File: src/common/ptm_map.vh
// register offsets, field positions, reset values and timing counts of the periodic timer
`ifndef PTM_MAP_VH
`define PTM_MAP_VH
// ----------------------------------------
// register byte offsets
// ----------------------------------------
`define PTM_CTRL0_OFS 12'h000
`define PTM_CTRL1_OFS 12'h004
`define PTM_CNT_OFS 12'h008
`define PTM_CMPA_OFS 12'h00C
`define PTM_PERD_OFS 12'h010
`define PTM_FLAG_OFS 12'h014
// ----------------------------------------
// control register 0 fields
// ----------------------------------------
`define PTM_C0_RUN 3
`define PTM_C0_CKSEL_LO 0
`define PTM_C0_CKSEL_HI 2
// ----------------------------------------
// control register 1 fields
// ----------------------------------------
`define PTM_C1_MODE_HI 7
`define PTM_C1_MODE_LO 6
`define PTM_C1_IO_HI 5
`define PTM_C1_IO_LO 4
`define PTM_C1_OC 3
`define PTM_C1_POL 2
`define PTM_C1_CKS 1
`define PTM_C1_CCLR 0
// ----------------------------------------
// flag register fields
// ----------------------------------------
`define PTM_FL_AF 0
`define PTM_FL_PF 1
// ----------------------------------------
// modes and output actions
// ----------------------------------------
`define PTM_MODE_CMP 2'b00
`define PTM_MODE_CAP 2'b01
`define PTM_MODE_PWM 2'b10
`define PTM_MODE_TMR 2'b11
`define PTM_IO_RISE 2'b00
`define PTM_IO_FALL 2'b01
`define PTM_IO_BOTH 2'b10
`define PTM_IO_NONE 2'b11
`define PTM_IO_PWM 2'b10
`define PTM_IO_LOW 2'b00
`define PTM_IO_HIGH 2'b01
`define PTM_IO_PULSE 2'b11
// ----------------------------------------
// reset values and widths
// ----------------------------------------
`define PTM_CNT_W 10
`define PTM_CTRL_RST 8'h00
`define PTM_VAL_RST 10'h000
`define PTM_CAP_MIN_TCLK 2
`endif

File: src/core/ptm_core.v
// periodic timer with pwm, single pulse and capture modes behind apb
`timescale 1ns/10ps
`include "ptm_map.vh"
// Notes on behaviour
// - pwm period is 1024 clocks for period value 0, else the period value.
// - compare a at or above the period gives full duty.
// - pwm counter keeps running while the pin is forced low or high.
// - clear select ignored in pwm; a counter clear starts a new period.
// - run bit rising starts counter and pulse leading edge.
// - external clock pin rising edge sets run bit in single pulse mode.
// - pulse ends on run clear or compare a match, which clears run.
// - compare a match in single pulse sets match a flag.
// - single pulse counter zeroes only on run rising; period ignored.
// - capture mode is 01; source select picks io pin or ext clock pin.
// - action picks rising, falling or both edges; 11 disables capture.
// - capture counter starts on run rising, free-runs until run falls.
// - active capture edge copies counter to compare a and sets flag.
// - capture period match zeroes counter and sets flag; zero means full count.
// - capture pulses narrower than two timer clocks may be missed.
// - latch on the first timer clock after the synchronised edge; flag one timer clock later.
// - capture ignores clear select and initial level; invert still sets the pin level, but output enable stays low.
// - pwm output is mode 10 with action 10.
// - initial level picks pwm polarity; invert flips the pin too.
// - counter and compare values are 10 bits wide.
module ptm_core #(
    parameter CW = 10
) (
    input wire pclk,
    input wire presetn,
    input wire psel,
    input wire penable,
    input wire pwrite,
    input wire [11:0] paddr,
    input wire [31:0] pwdata,
    output reg [31:0] prdata,
    output reg pready,
    output reg pslverr,
    input wire timer_io_pin_in,
    output reg timer_io_pin_out,
    output reg timer_io_pin_oe,
    input wire ext_clock_pin,
    output reg irq_match_a,
    output reg irq_match_p
);
    // ----------------------------------------
    // declarations
    // ----------------------------------------
    reg [7:0] ctrl0_reg;
    reg [7:0] ctrl1_reg;
    reg [CW-1:0] cnt_reg;
    reg [CW-1:0] cnt_next;
    reg [CW-1:0] cmpa_reg;
    reg [CW-1:0] perd_reg;
    reg match_a_flag;
    reg match_p_flag;
    reg run_q;
    reg io_s1;
    reg io_s2;
    reg io_s3;
    reg ck_s1;
    reg ck_s2;
    reg ck_s3;
    reg cap_pend;
    reg [CW-1:0] cap_val;
    reg af_pend;
    reg out_lvl;
    wire tick;
    wire counter_run;
    wire [1:0] mode_sel;
    wire [1:0] out_act;
    wire wr_en;
    wire rd_en;
    wire run_rise;
    wire match_a;
    wire match_p;
    wire cap_src;
    wire cap_prev;
    wire cap_edge;
    wire ck_rise;
    wire pwm_active;
    wire pwm_level;
    reg run_set;
    reg run_clr;
    reg a_set;
    reg p_set;

    // field decode of the control registers
    assign counter_run = ctrl0_reg[`PTM_C0_RUN];
    assign mode_sel = {ctrl1_reg[`PTM_C1_MODE_HI], ctrl1_reg[`PTM_C1_MODE_LO]};
    assign out_act = {ctrl1_reg[`PTM_C1_IO_HI], ctrl1_reg[`PTM_C1_IO_LO]};
    assign wr_en = psel & penable & pwrite;
    assign rd_en = psel & ~penable & ~pwrite;

    // ----------------------------------------
    // helper functions
    // ----------------------------------------
    // a period value of zero stands for the full 2^cw count
    function is_period_end;
        input [CW-1:0] cnt;
        input [CW-1:0] per;
        begin
            is_period_end = (per == {CW{1'b0}}) ? (cnt == {CW{1'b1}})
                                                : (cnt == per - {{(CW-1){1'b0}}, 1'b1});
        end
    endfunction

    // active edge detect for the capture input
    function edge_hit;
        input [1:0] act;
        input prev;
        input cur;
        begin
            case (act)
                `PTM_IO_RISE: edge_hit = ~prev & cur;
                `PTM_IO_FALL: edge_hit = prev & ~cur;
                `PTM_IO_BOTH: edge_hit = prev ^ cur;
                default: edge_hit = 1'b0;
            endcase
        end
    endfunction

    // ----------------------------------------
    // timer clock enable
    // ----------------------------------------
    ptm_prescaler #(
        .SEL_W(3)
    ) u_presc (
        .pclk(pclk),
        .presetn(presetn),
        .div_sel(ctrl0_reg[`PTM_C0_CKSEL_HI:`PTM_C0_CKSEL_LO]),
        .clear(run_rise),
        .tick(tick)
    );

    // ----------------------------------------
    // pin synchronisers
    // ----------------------------------------
    // two stages then a third for edge history
    always @(posedge pclk or negedge presetn) begin
        if (!presetn) begin
            io_s1 <= 1'b0;
            io_s2 <= 1'b0;
            io_s3 <= 1'b0;
            ck_s1 <= 1'b0;
            ck_s2 <= 1'b0;
            ck_s3 <= 1'b0;
        end else begin
            io_s1 <= timer_io_pin_in;
            io_s2 <= io_s1;
            io_s3 <= io_s2;
            ck_s1 <= ext_clock_pin;
            ck_s2 <= ck_s1;
            ck_s3 <= ck_s2;
        end
    end

    assign ck_rise = ck_s2 & ~ck_s3;
    assign cap_src = ctrl1_reg[`PTM_C1_CKS] ? ck_s2 : io_s2;
    assign cap_prev = ctrl1_reg[`PTM_C1_CKS] ? ck_s3 : io_s3;
    assign cap_edge = (mode_sel == `PTM_MODE_CAP) && counter_run &&
                      edge_hit(out_act, cap_prev, cap_src);

    // ----------------------------------------
    // counter and comparators
    // ----------------------------------------
    assign run_rise = counter_run & ~run_q;
    assign match_a = tick && counter_run && (cnt_reg == cmpa_reg);
    assign match_p = tick && counter_run && is_period_end(cnt_reg, perd_reg);

    // next count per mode; clear select is honoured only outside pwm/pulse/capture
    always @* begin
        cnt_next = cnt_reg;
        if (run_rise) begin
            cnt_next = {CW{1'b0}};
        end else if (tick && counter_run) begin
            cnt_next = cnt_reg + {{(CW-1){1'b0}}, 1'b1};
            case (mode_sel)
                `PTM_MODE_PWM: begin
                    if (out_act != `PTM_IO_PULSE && match_p) begin
                        cnt_next = {CW{1'b0}};
                    end
                end
                `PTM_MODE_CAP: begin
                    if (match_p) begin
                        cnt_next = {CW{1'b0}};
                    end
                end
                default: begin
                    if (ctrl1_reg[`PTM_C1_CCLR] ? match_a : match_p) begin
                        cnt_next = {CW{1'b0}};
                    end
                end
            endcase
        end
    end

    // hardware run-bit sets and clears plus flag events
    always @* begin
        run_set = 1'b0;
        run_clr = 1'b0;
        a_set = 1'b0;
        p_set = 1'b0;
        if (mode_sel == `PTM_MODE_PWM && out_act == `PTM_IO_PULSE) begin
            run_set = ck_rise & ~counter_run;
            run_clr = match_a;
            a_set = match_a;
        end else if (mode_sel == `PTM_MODE_CAP) begin
            a_set = af_pend & tick;
            p_set = match_p;
        end else begin
            a_set = match_a;
            p_set = match_p & ~(mode_sel != `PTM_MODE_PWM && ctrl1_reg[`PTM_C1_CCLR]);
        end
    end

    // counter, capture pipeline and run history
    always @(posedge pclk or negedge presetn) begin
        if (!presetn) begin
            cnt_reg <= `PTM_VAL_RST;
            run_q <= 1'b0;
            cap_pend <= 1'b0;
            cap_val <= `PTM_VAL_RST;
            af_pend <= 1'b0;
        end else begin
            cnt_reg <= cnt_next;
            run_q <= counter_run;
            if (cap_edge) begin
                cap_pend <= 1'b1;
                cap_val <= cnt_reg;
            end else if (cap_pend && tick) begin
                cap_pend <= 1'b0;
            end
            if (cap_pend && tick) begin
                af_pend <= 1'b1;
            end else if (a_set || mode_sel != `PTM_MODE_CAP) begin
                af_pend <= 1'b0;
            end
        end
    end

    // ----------------------------------------
    // apb register file
    // ----------------------------------------
    // writes, hardware sets win over software clears
    always @(posedge pclk or negedge presetn) begin
        if (!presetn) begin
            ctrl0_reg <= `PTM_CTRL_RST;
            ctrl1_reg <= `PTM_CTRL_RST;
            cmpa_reg <= `PTM_VAL_RST;
            perd_reg <= `PTM_VAL_RST;
            match_a_flag <= 1'b0;
            match_p_flag <= 1'b0;
        end else begin
            if (wr_en && paddr == `PTM_CTRL0_OFS) begin
                ctrl0_reg <= pwdata[7:0];
            end
            if (run_set) begin
                ctrl0_reg[`PTM_C0_RUN] <= 1'b1;
            end else if (run_clr) begin
                ctrl0_reg[`PTM_C0_RUN] <= 1'b0;
            end
            if (wr_en && paddr == `PTM_CTRL1_OFS) begin
                ctrl1_reg <= pwdata[7:0];
            end
            if (cap_pend && tick) begin
                cmpa_reg <= cap_val;
            end else if (wr_en && paddr == `PTM_CMPA_OFS) begin
                cmpa_reg <= pwdata[CW-1:0];
            end
            if (wr_en && paddr == `PTM_PERD_OFS) begin
                perd_reg <= pwdata[CW-1:0];
            end
            if (a_set) begin
                match_a_flag <= 1'b1;
            end else if (wr_en && paddr == `PTM_FLAG_OFS && pwdata[`PTM_FL_AF]) begin
                match_a_flag <= 1'b0;
            end
            if (p_set) begin
                match_p_flag <= 1'b1;
            end else if (wr_en && paddr == `PTM_FLAG_OFS && pwdata[`PTM_FL_PF]) begin
                match_p_flag <= 1'b0;
            end
        end
    end

    // read data, ready and error, one wait-free access phase
    always @(posedge pclk or negedge presetn) begin
        if (!presetn) begin
            prdata <= 32'h0000_0000;
            pready <= 1'b0;
            pslverr <= 1'b0;
        end else begin
            pready <= psel & ~penable;
            pslverr <= psel & ~penable & (paddr > `PTM_FLAG_OFS || paddr[1:0] != 2'b00);
            if (rd_en) begin
                case (paddr)
                    `PTM_CTRL0_OFS: prdata <= {24'h00_0000, ctrl0_reg};
                    `PTM_CTRL1_OFS: prdata <= {24'h00_0000, ctrl1_reg};
                    `PTM_CNT_OFS: prdata <= {{(32-CW){1'b0}}, cnt_reg};
                    `PTM_CMPA_OFS: prdata <= {{(32-CW){1'b0}}, cmpa_reg};
                    `PTM_PERD_OFS: prdata <= {{(32-CW){1'b0}}, perd_reg};
                    `PTM_FLAG_OFS: prdata <= {30'h0000_0000, match_p_flag, match_a_flag};
                    default: prdata <= 32'h0000_0000;
                endcase
            end
        end
    end

    // ----------------------------------------
    // output pin
    // ----------------------------------------
    // full duty when compare a reaches the period
    assign pwm_active = (perd_reg != {CW{1'b0}} && cmpa_reg >= perd_reg)
                        ? 1'b1 : (cnt_reg < cmpa_reg);
    assign pwm_level = ctrl1_reg[`PTM_C1_OC] ? pwm_active : ~pwm_active;

    // pulse follows the run bit; pin level per mode and action
    always @(posedge pclk or negedge presetn) begin
        if (!presetn) begin
            out_lvl <= 1'b0;
            timer_io_pin_out <= 1'b0;
            timer_io_pin_oe <= 1'b0;
            irq_match_a <= 1'b0;
            irq_match_p <= 1'b0;
        end else begin
            out_lvl <= 1'b0;
            if (mode_sel == `PTM_MODE_PWM) begin
                case (out_act)
                    `PTM_IO_LOW: out_lvl <= 1'b0;
                    `PTM_IO_HIGH: out_lvl <= 1'b1;
                    `PTM_IO_PWM: out_lvl <= counter_run & pwm_level;
                    default: out_lvl <= counter_run & ~run_clr;
                endcase
            end
            timer_io_pin_out <= out_lvl ^ ctrl1_reg[`PTM_C1_POL];
            timer_io_pin_oe <= (mode_sel == `PTM_MODE_PWM);
            irq_match_a <= match_a_flag;
            irq_match_p <= match_p_flag;
        end
    end
endmodule

File: src/core/ptm_prescaler.v
// timer clock enable divider for the periodic timer
`timescale 1ns/10ps
module ptm_prescaler #(
    parameter SEL_W = 3
) (
    input wire pclk,
    input wire presetn,
    input wire [SEL_W-1:0] div_sel,
    input wire clear,
    output reg tick
);
    reg [7:0] div_reg;
    reg [7:0] div_next;
    reg hit;

    // ----------------------------------------
    // divide pclk by 2^div_sel
    // ----------------------------------------
    // terminal count of the running divider
    always @* begin
        div_next = div_reg + 8'h01;
        hit = ((div_reg | ~((8'h01 << div_sel) - 8'h01)) == 8'hFF);
        if (hit || clear) begin
            div_next = 8'h00;
        end
    end

    // divider register and enable pulse
    always @(posedge pclk or negedge presetn) begin
        if (!presetn) begin
            div_reg <= 8'h00;
            tick <= 1'b0;
        end else begin
            div_reg <= div_next;
            tick <= hit & ~clear;
        end
    end
endmodule

File: config.mk
export PLATFORM = sky130hd
export DESIGN_NAME = ptm_core
export DESIGN_NICKNAME = d
export VERILOG_FILES = /design/src/core/ptm_core.v /design/src/core/ptm_prescaler.v
export VERILOG_INCLUDE_DIRS = /design/src /design/src/common
export SDC_FILE = /design/constraint.sdc
export NUM_CORES = 1
export LEC_CHECK = 0
export BUFFER_PORTS_ARGS = -buffer_cell sky130_fd_sc_hd__buf_2
export CELL_PAD_IN_SITES_DETAIL_PLACEMENT = 0
export CELL_PAD_IN_SITES_GLOBAL_PLACEMENT = 1
export CORE_MARGIN = 1
export CORE_UTILIZATION = 45
export DETAILED_ROUTE_END_ITERATION = 10
export GPL_ROUTABILITY_DRIVEN = 0
export PLACE_DENSITY_LB_ADDON = 0.1
export SLEW_MARGIN = 20
export SYNTH_ARGS = -nofsm -noshare
export SYNTH_HDL_FRONTEND = slang
export SYNTH_HIERARCHICAL = 1
export SYNTH_SLANG_ARGS = --single-unit
export TNS_END_PERCENT = 30
File: constraint.sdc
create_clock -name pclk -period 5.2 [get_ports pclk]
set_clock_uncertainty 0.2 [all_clocks]
set_input_delay 0.52 -clock pclk [delete_from_list [all_inputs] [get_ports pclk]]
set_output_delay 0.52 -clock pclk [all_outputs]
set_load 0.02 [all_outputs]
==> run summary, run 1 <==
Logic synthesis
* synthesized area per cell: 9.733 µm²
* fraction of the mapped netlist area in simple logic gates: 0.1588
* Yosys warnings: 6
* cell type with the largest total area after synthesis: dfrtp_1
* Unique masters post-synth: 64
* combinational family with the most area after synthesis: compound AO/OA/AOI/OAI gates
* share of the yosys chip area belonging to registers: 0.4150
* fraction of synthesized area in multiplexers: 0.08209
* synth cell count leaders: 92 x dfrtp_1, 52 x nand2_1, 35 x o21ai_0
* Synth Area in Compound Gates: 0.1768
* Post-synth ARST share: 1.000
* number of synthesized register bits: 92
* fraction of the mapped netlist area in adder cells: 0.06089
* top cell type's share of synthesized area: 0.4150
* Main synth FF type: dfrtp_1
* netlist area before placement: 0.005548 mm²
* gate count of the mapped netlist: 570
* number of enable-type register cells in the synthesized netlist: 0
* XOR/XNOR share of the synthesized area: 0.03473
* top cells by area in the synthesized netlist: dfrtp_1 41%, ha_1 6.1%, mux2i_1 4.1%
* library cell with the highest instance count after synthesis: dfrtp_1

Clock network
* cts bufs inserted: 9
* clock tree from TritonCTS: built
* number of gates resized after cts: 0
* total number of clock tree sinks: 92
* H-tree levels: 3
* number of hold buffers added after cts: 1
* Worst-Skew Late Latency: 350 ps
* number of buffers on the longest clock path: 2
* clock transition time at the flip-flop clock pins of the worst setup and hold paths: 70 ps
* root buffer selected by CTS: clkbuf_16
* Post-CTS Repair Setup Buffers: 0

Finish
* Post-Layout Cell Count: 757
* post-layout net count: 683
* fill count: 1136
* ratio of cells with drive above 1 in the final layout: 0.1672
* Synth-to-Final Area Change: 10.15%
* antenna diode count: 0

STA
* final critical-path share of the clock period: 0.6359
* maximum frequency from static timing analysis: 302.4 MHz
* Rel. slew slack: 0.2950
* setup slack after layout: 1893 ps
* setup-violating endpoint count in the final report: 0
* worst hold margin: 76.02 ps
* unrepaired setup endpoints after global routing: no
* Setup TNS Final: 0 ps
* number of hold violations in the final report: 0
* Period minus WS final: 3307 ps
* worst slew pin tran: 1049 ps
* number of slew-limit violations in the final report: 0

Power and ir drop
* leakage: 2.877 nW
* PwrDens: 300.4 mW/mm²
* Design Power: 1.836 mW
* VDD IR max: 0.1984 mV

Routing
* DRT Pass-1 Iters: 5
* residual DRC count: 0
* drt via density: 5.748
* detail-routed net length per standard cell: 18.80 µm
* vias post-DR: 4351
* initial drt markers: 355
* total wire length after detailed routing: 14230 µm
* post-route antenna net violation count: 0

Place
* I/O Buffers: 44
* HPWL after detailed placement: 10500 µm
* post-placement worst setup slack: 1784 ps
* cell count after placement: 740

Global routing
* via count of the first global-routing pass: 4063
* number of antenna violations at the first check in global routing: 0
* global-route usage over all layers: 0.2383
* maximum number of pins on one net before global-route repair: 49
* aggregate global routing overflow: 0
* first-pass GRT wire length: 22870 µm

Critical path
* dominant cell type by count on the critical path: or3_4
* worst endpoint data arrival time: 3400 ps
* kind of capture point of the worst setup path: flop
* largest driver fanout on the critical path: 11
* Max stage delay on crit path: 940 ps
* category of the worst setup path launch point: flop
* CP Data Required Time: 5290 ps
* ordered cell list for the critical path: or4_4 -> or3_4 -> or3_4 -> a2111oi_4 -> a32o_1
* type of the worst setup path: reg -> reg
* Crit-path slowest cell: a2111oi_4

Job
* reported max-cap violation count: 0

Die
* Horiz. Die Dim: 113.0 µm
* full die area: 0.01278 mm²
* die outline height: 113.0 µm
* Starting Density: 0.4619
* row cnt: 40
* Ports: 89
* Placeable Area: 0.01201 mm²

Run status
* result of the run: finished, final reports clean

Worst hold path
* class of the worst hold path: in -> reg

==> final cells by class <==
type                            instances  area, µm²  area share
Multi-Input combinational cell        418       2944      0.4818
Sequential cell                        92       2302      0.3767
Clock buffer                           15      277.8     0.04545
Timing Repair Buffer                   50      270.3     0.04423
Tap cell                              147      183.9     0.03010
Inverter                               34      127.6     0.02088
Clock inverter                          1      5.005   0.0008190
==> power by group <==
group	leakage, nW	switching [mW]	internal [mW]
Sequential	1.16	0.0971	0.748
Clock	0.140	0.270	0.363
Combinational	1.57	0.196	0.161
Total	2.88	0.563	1.27
==> cell families after synthesis <==
| kind of cell | Yosys count |
|---|---|
| xor gates and xnor gates | 22 |
| DFF | 92 |
| other | 1 |
| muxes | 43 |
| buffers and inverters | 81 |
| and+or+nand+nor | 169 |
| adders and majority gates | 27 |
| AOI/OAI and AO/OA | 135 |
==> stage by stage <==
stage / area [µm²] / utilization
after floorplan: 5627 / -
after global placement: 5812 / 0.4839
after detailed placement: 5818 / 0.4844
after CTS: 6111 / 0.5088
after global routing: 6111 / 0.5088
final: 6111 / 0.5088
==> final timing paths <==
check                                        start                        to  slack (ps)  cells past startpoint
max                        perd_reg[8]$_DFFE_PN0P_  match_p_flag$_DFFE_PN0P_        1890                      5
min reg2reg                        ck_s1$_DFF_PN0_           ck_s2$_DFF_PN0_         150                      0
min                                timer_io_pin_in           io_s1$_DFF_PN0_          80                      1
max reg2reg                perd_reg[8]$_DFFE_PN0P_  match_p_flag$_DFFE_PN0P_        1890                      5
min in group asynchronous                  presetn  ctrl1_reg[7]$_DFFE_PN0P_         520                      2
max in group asynchronous                  presetn           ck_s2$_DFF_PN0_        3240                      3
==> worst max-delay path: cells and delay by family (launching register included) <==
family / cells / cell delay, ps
AND/OR/NAND/NOR: 3 / 1350
AO/OA/AOI/OAI: 2 / 1230
flip-flops: 1 / 460
==> per-layer routing <==
metal  routed length, µm  vias up  GRT usage
li1                    -     2098          -
met4                 195        0    0.08684
met1                6994     2133     0.3472
met3                 561       11    0.02892
met2                6478      109     0.3644
met5                   0        -          0
==> cell usage in the layout (no fill, tap or decap), drive strengths merged, types with 5 or more instances in the layout <==
cell type | netlist | final
nand2 | 52 | 52
inv | 34 | 34
xor2 | 8 | 8
o21ai | 42 | 42
mux2i | 23 | 23
o21a | 7 | 7
xnor2 | 14 | 14
nor3 | 14 | 14
a21o | 5 | 5
a221oi | 6 | 6
a21oi | 19 | 19
clkbuf | 17 | 15
nand3 | 17 | 17
or3 | 7 | 7
o2bb2ai | 8 | 8
nand2b | 7 | 7
nor2b | 9 | 9
and3 | 5 | 5
dfrtp | 92 | 92
conb | 1 | 22
mux2 | 20 | 20
o211ai | 7 | 7
nor4 | 12 | 12
buf | 30 | 49
nand4 | 8 | 8
a211oi | 7 | 7
ha | 27 | 27
nor2 | 24 | 24
Note: power is estimated with default switching activity, not from simulation.
==> run 2, diff against run 1 <==
- CORE_UTILIZATION: 45 -> 40
- clock period: 5.2 -> 2.79 ns (I/O delays scaled with it)
==> run summary, run 2 (same netlist as run 1, synthesis figures left out) <==
Finish
* area of the multi-input gates: 0.002977 mm², +1.1%
* antenna diode count: 0, unchanged
* most common library cell in the layout ignoring fill and taps: dfrtp_1
* ratio of cells with drive above 1 in the final layout: 0.2282, +0.06096
* Synth-to-Final Area Change: 19.35%
* fill count: 1253, +10%
* area taken by flip-flops and latches: 0.002302 mm², unchanged
* highest-count cells in the layout ignoring fill and taps: 92 x dfrtp_1, 52 x nand2_1, 43 x buf_2
* Post-Layout Cell Count: 829, +9.5%
* post-layout net count: 727, +6.4%

Critical path
* worst endpoint data arrival time: 2810 ps, -590 ps
* CP Data Required Time: 2880 ps, -2410 ps
* largest driver fanout on the critical path: 6, -5
* type of the worst setup path: reg -> reg
* Crit-path slowest cell: or4_4
* ordered cell list for the critical path: or4_4 -> or3_4 -> or3_4 -> a2111oi_4 -> buf_4 -> buf_12 -> a32o_1
* category of the worst setup path launch point: flop
* dominant cell type by count on the critical path: or3_4
* Max stage delay on crit path: 560 ps, -380 ps
* kind of capture point of the worst setup path: flop

Die
* Placeable Area: 0.01340 mm², +12%
* Ports: 89, unchanged
* die outline height: 119.8 µm, +6.0%
* full die area: 0.01434 mm², +12%
* Horiz. Die Dim: 119.8 µm, +6.0%
* Starting Density: 0.4140, -0.04787
* row cnt: 42, +5.0%

STA
* worst slew pin tran: 762.0 ps, -287.5 ps
* number of slew-limit violations in the final report: 0, unchanged
* maximum frequency from static timing analysis: 367.0 MHz, +21%
* Period minus WS final: 2725 ps, -581.7 ps
* Rel. slew slack: 0.4886, +0.1936
* number of hold violations in the final report: 0, unchanged
* setup-violating endpoint count in the final report: 0, unchanged
* final critical-path share of the clock period: 0.9767, +0.3408

Global routing
* aggregate global routing overflow: 0, unchanged
* via count of the first global-routing pass: 4521, +11%
* first-pass GRT wire length: 24740 µm, +8.2%
* number of antenna violations at the first check in global routing: 0, unchanged
* global-route usage over all layers: 0.2279, -0.01046
* maximum number of pins on one net before global-route repair: 93, +90%

Clock network
* Worst-Skew Late Latency: 350 ps, about the same
* cts bufs inserted: 9, unchanged
* clock transition time at the flip-flop clock pins of the worst setup and hold paths: 60 ps, about the same
* H-tree levels: 3, unchanged
* root buffer selected by CTS: clkbuf_16
* total number of clock tree sinks: 92, unchanged
* number of buffers on the longest clock path: 2, unchanged
* clock tree from TritonCTS: built

Power and ir drop
* fraction of power consumed by the clock network: 0.375, +0.030
* leakage: 3.138 nW, +9.1%
* PwrDens: 572.7 mW/mm², +91%
* Net Switching: 1.133 mW, +100%
* switching share of total power: 0.2989, -0.007996
* internal power contribution: 2.659 mW, +110%
* Design Power: 3.792 mW, +110%
* Flop pwr share: 0.386, -0.074
* combinational power share: 0.239, +0.044
* VDD IR max: 0.3120 mV, +57%

Place
* cell count after placement: 806, +8.9%
* I/O Buffers: 44, unchanged
* HPWL after detailed placement: 11480 µm, +9.3%

Routing
* drt via density: 5.517, -4.0%
* initial drt markers: 234, -34%
* post-route antenna net violation count: 0, unchanged
* met3 wirelength from detailed routing: 626 µm, +12%
* Highest Signal Layer: met4
* met1 routed wirelength after detailed routing: 7536 µm, +7.7%
* detail-routed net length per standard cell: 18.82 µm, +0.15%
* residual DRC count: 0, unchanged
* DRT Pass-1 Iters: 5, unchanged
* total wire length after detailed routing: 15610 µm, +9.7%
* vias post-DR: 4574, +5.1%
* sum of met2 wire segment lengths after detailed routing: 7202 µm, +11%

Worst hold path
* class of the worst hold path: in -> reg

Job
* reported max-cap violation count: 0, unchanged

Run status
* result of the run: finished, final reports clean

==> run 2: final cells by class <==
type | count | area share
repair buffers | 94 | 0.09902
inverters | 34 | 0.01927
clock inverters | 5 | 0.01512
well taps | 176 | 0.03326
multi-input cells | 418 | 0.4495
clock buffers | 10 | 0.03609
flip-flops and latches | 92 | 0.3477
==> run 2: per-stage QoR <==
step | TNS (ps) | instance area, µm² | worst slack [ps] | hold WS (ps) | utilization
6_report | 0 | 6621 | 64.95 | 21.92 | 0.4941
5_1_grt | -4.340 | 6621 | -3.327 | 33.65 | 0.4941
4_1_cts | 0 | 6550 | 26.29 | 1.521 | 0.4888
3_5_place_dp | 0 | 6151 | 41.66 | 136.4 | 0.4590
3_3_place_gp | 0 | 6151 | 77.35 | 131.6 | 0.4590
2_1_floorplan | 0 | 5627 | 111.4 | -216.6 | -
==> run 2: what timing repair did <==
item,CTS,global route
endpoints found under the hold margin,97,0
setup buffers,0,1
resized for setup,0,7
setup endpoints to repair,0,11
hold buffers,6,0
==> run 2: power by group through the flow <==
stage	Combinational (mW)	Clock, mW	Sequential (mW)
6_report	0.907	1.42	1.46
5_1_grt	1.01	1.49	1.47
4_1_cts	0.891	1.45	1.46
3_5_place_dp	0.883	0	1.49
3_3_place_gp	0.855	0	1.49
2_1_floorplan	0.593	0	1.48
==> run 2: critical path, delay by kind of cell, from the launching register on <==
kind / cells / cell delay (ps)
compound gates: 2 / 440
simple gates: 3 / 1290
buf+inv: 2 / 350
flops: 1 / 380
==> run 2: worst paths after layout <==
check,startpoint,to,slack [ps],depth (start not counted)
worst min register to register,ck_s1$_DFF_PN0_,ck_s2$_DFF_PN0_,150,0
max in group asynchronous,presetn,af_pend$_DFFE_PN0P_,1680,3
worst max-delay path,perd_reg[8]$_DFFE_PN0P_,match_p_flag$_DFFE_PN0P_,60,7
worst min-delay path,pwdata[2],perd_reg[2]$_DFFE_PN0P_,20,3
min in group asynchronous,presetn,ctrl0_reg[5]$_DFFE_PN0P_,340,3
worst max register to register,perd_reg[8]$_DFFE_PN0P_,match_p_flag$_DFFE_PN0P_,60,7
==> run 2: routing by layer <==
metal | vias to the layer above | GRT usage
met5 | - | 0
met4 | 0 | 0.07969
met3 | 17 | 0.03375
met2 | 127 | 0.3598
met1 | 2250 | 0.3178
li1 | 2180 | -
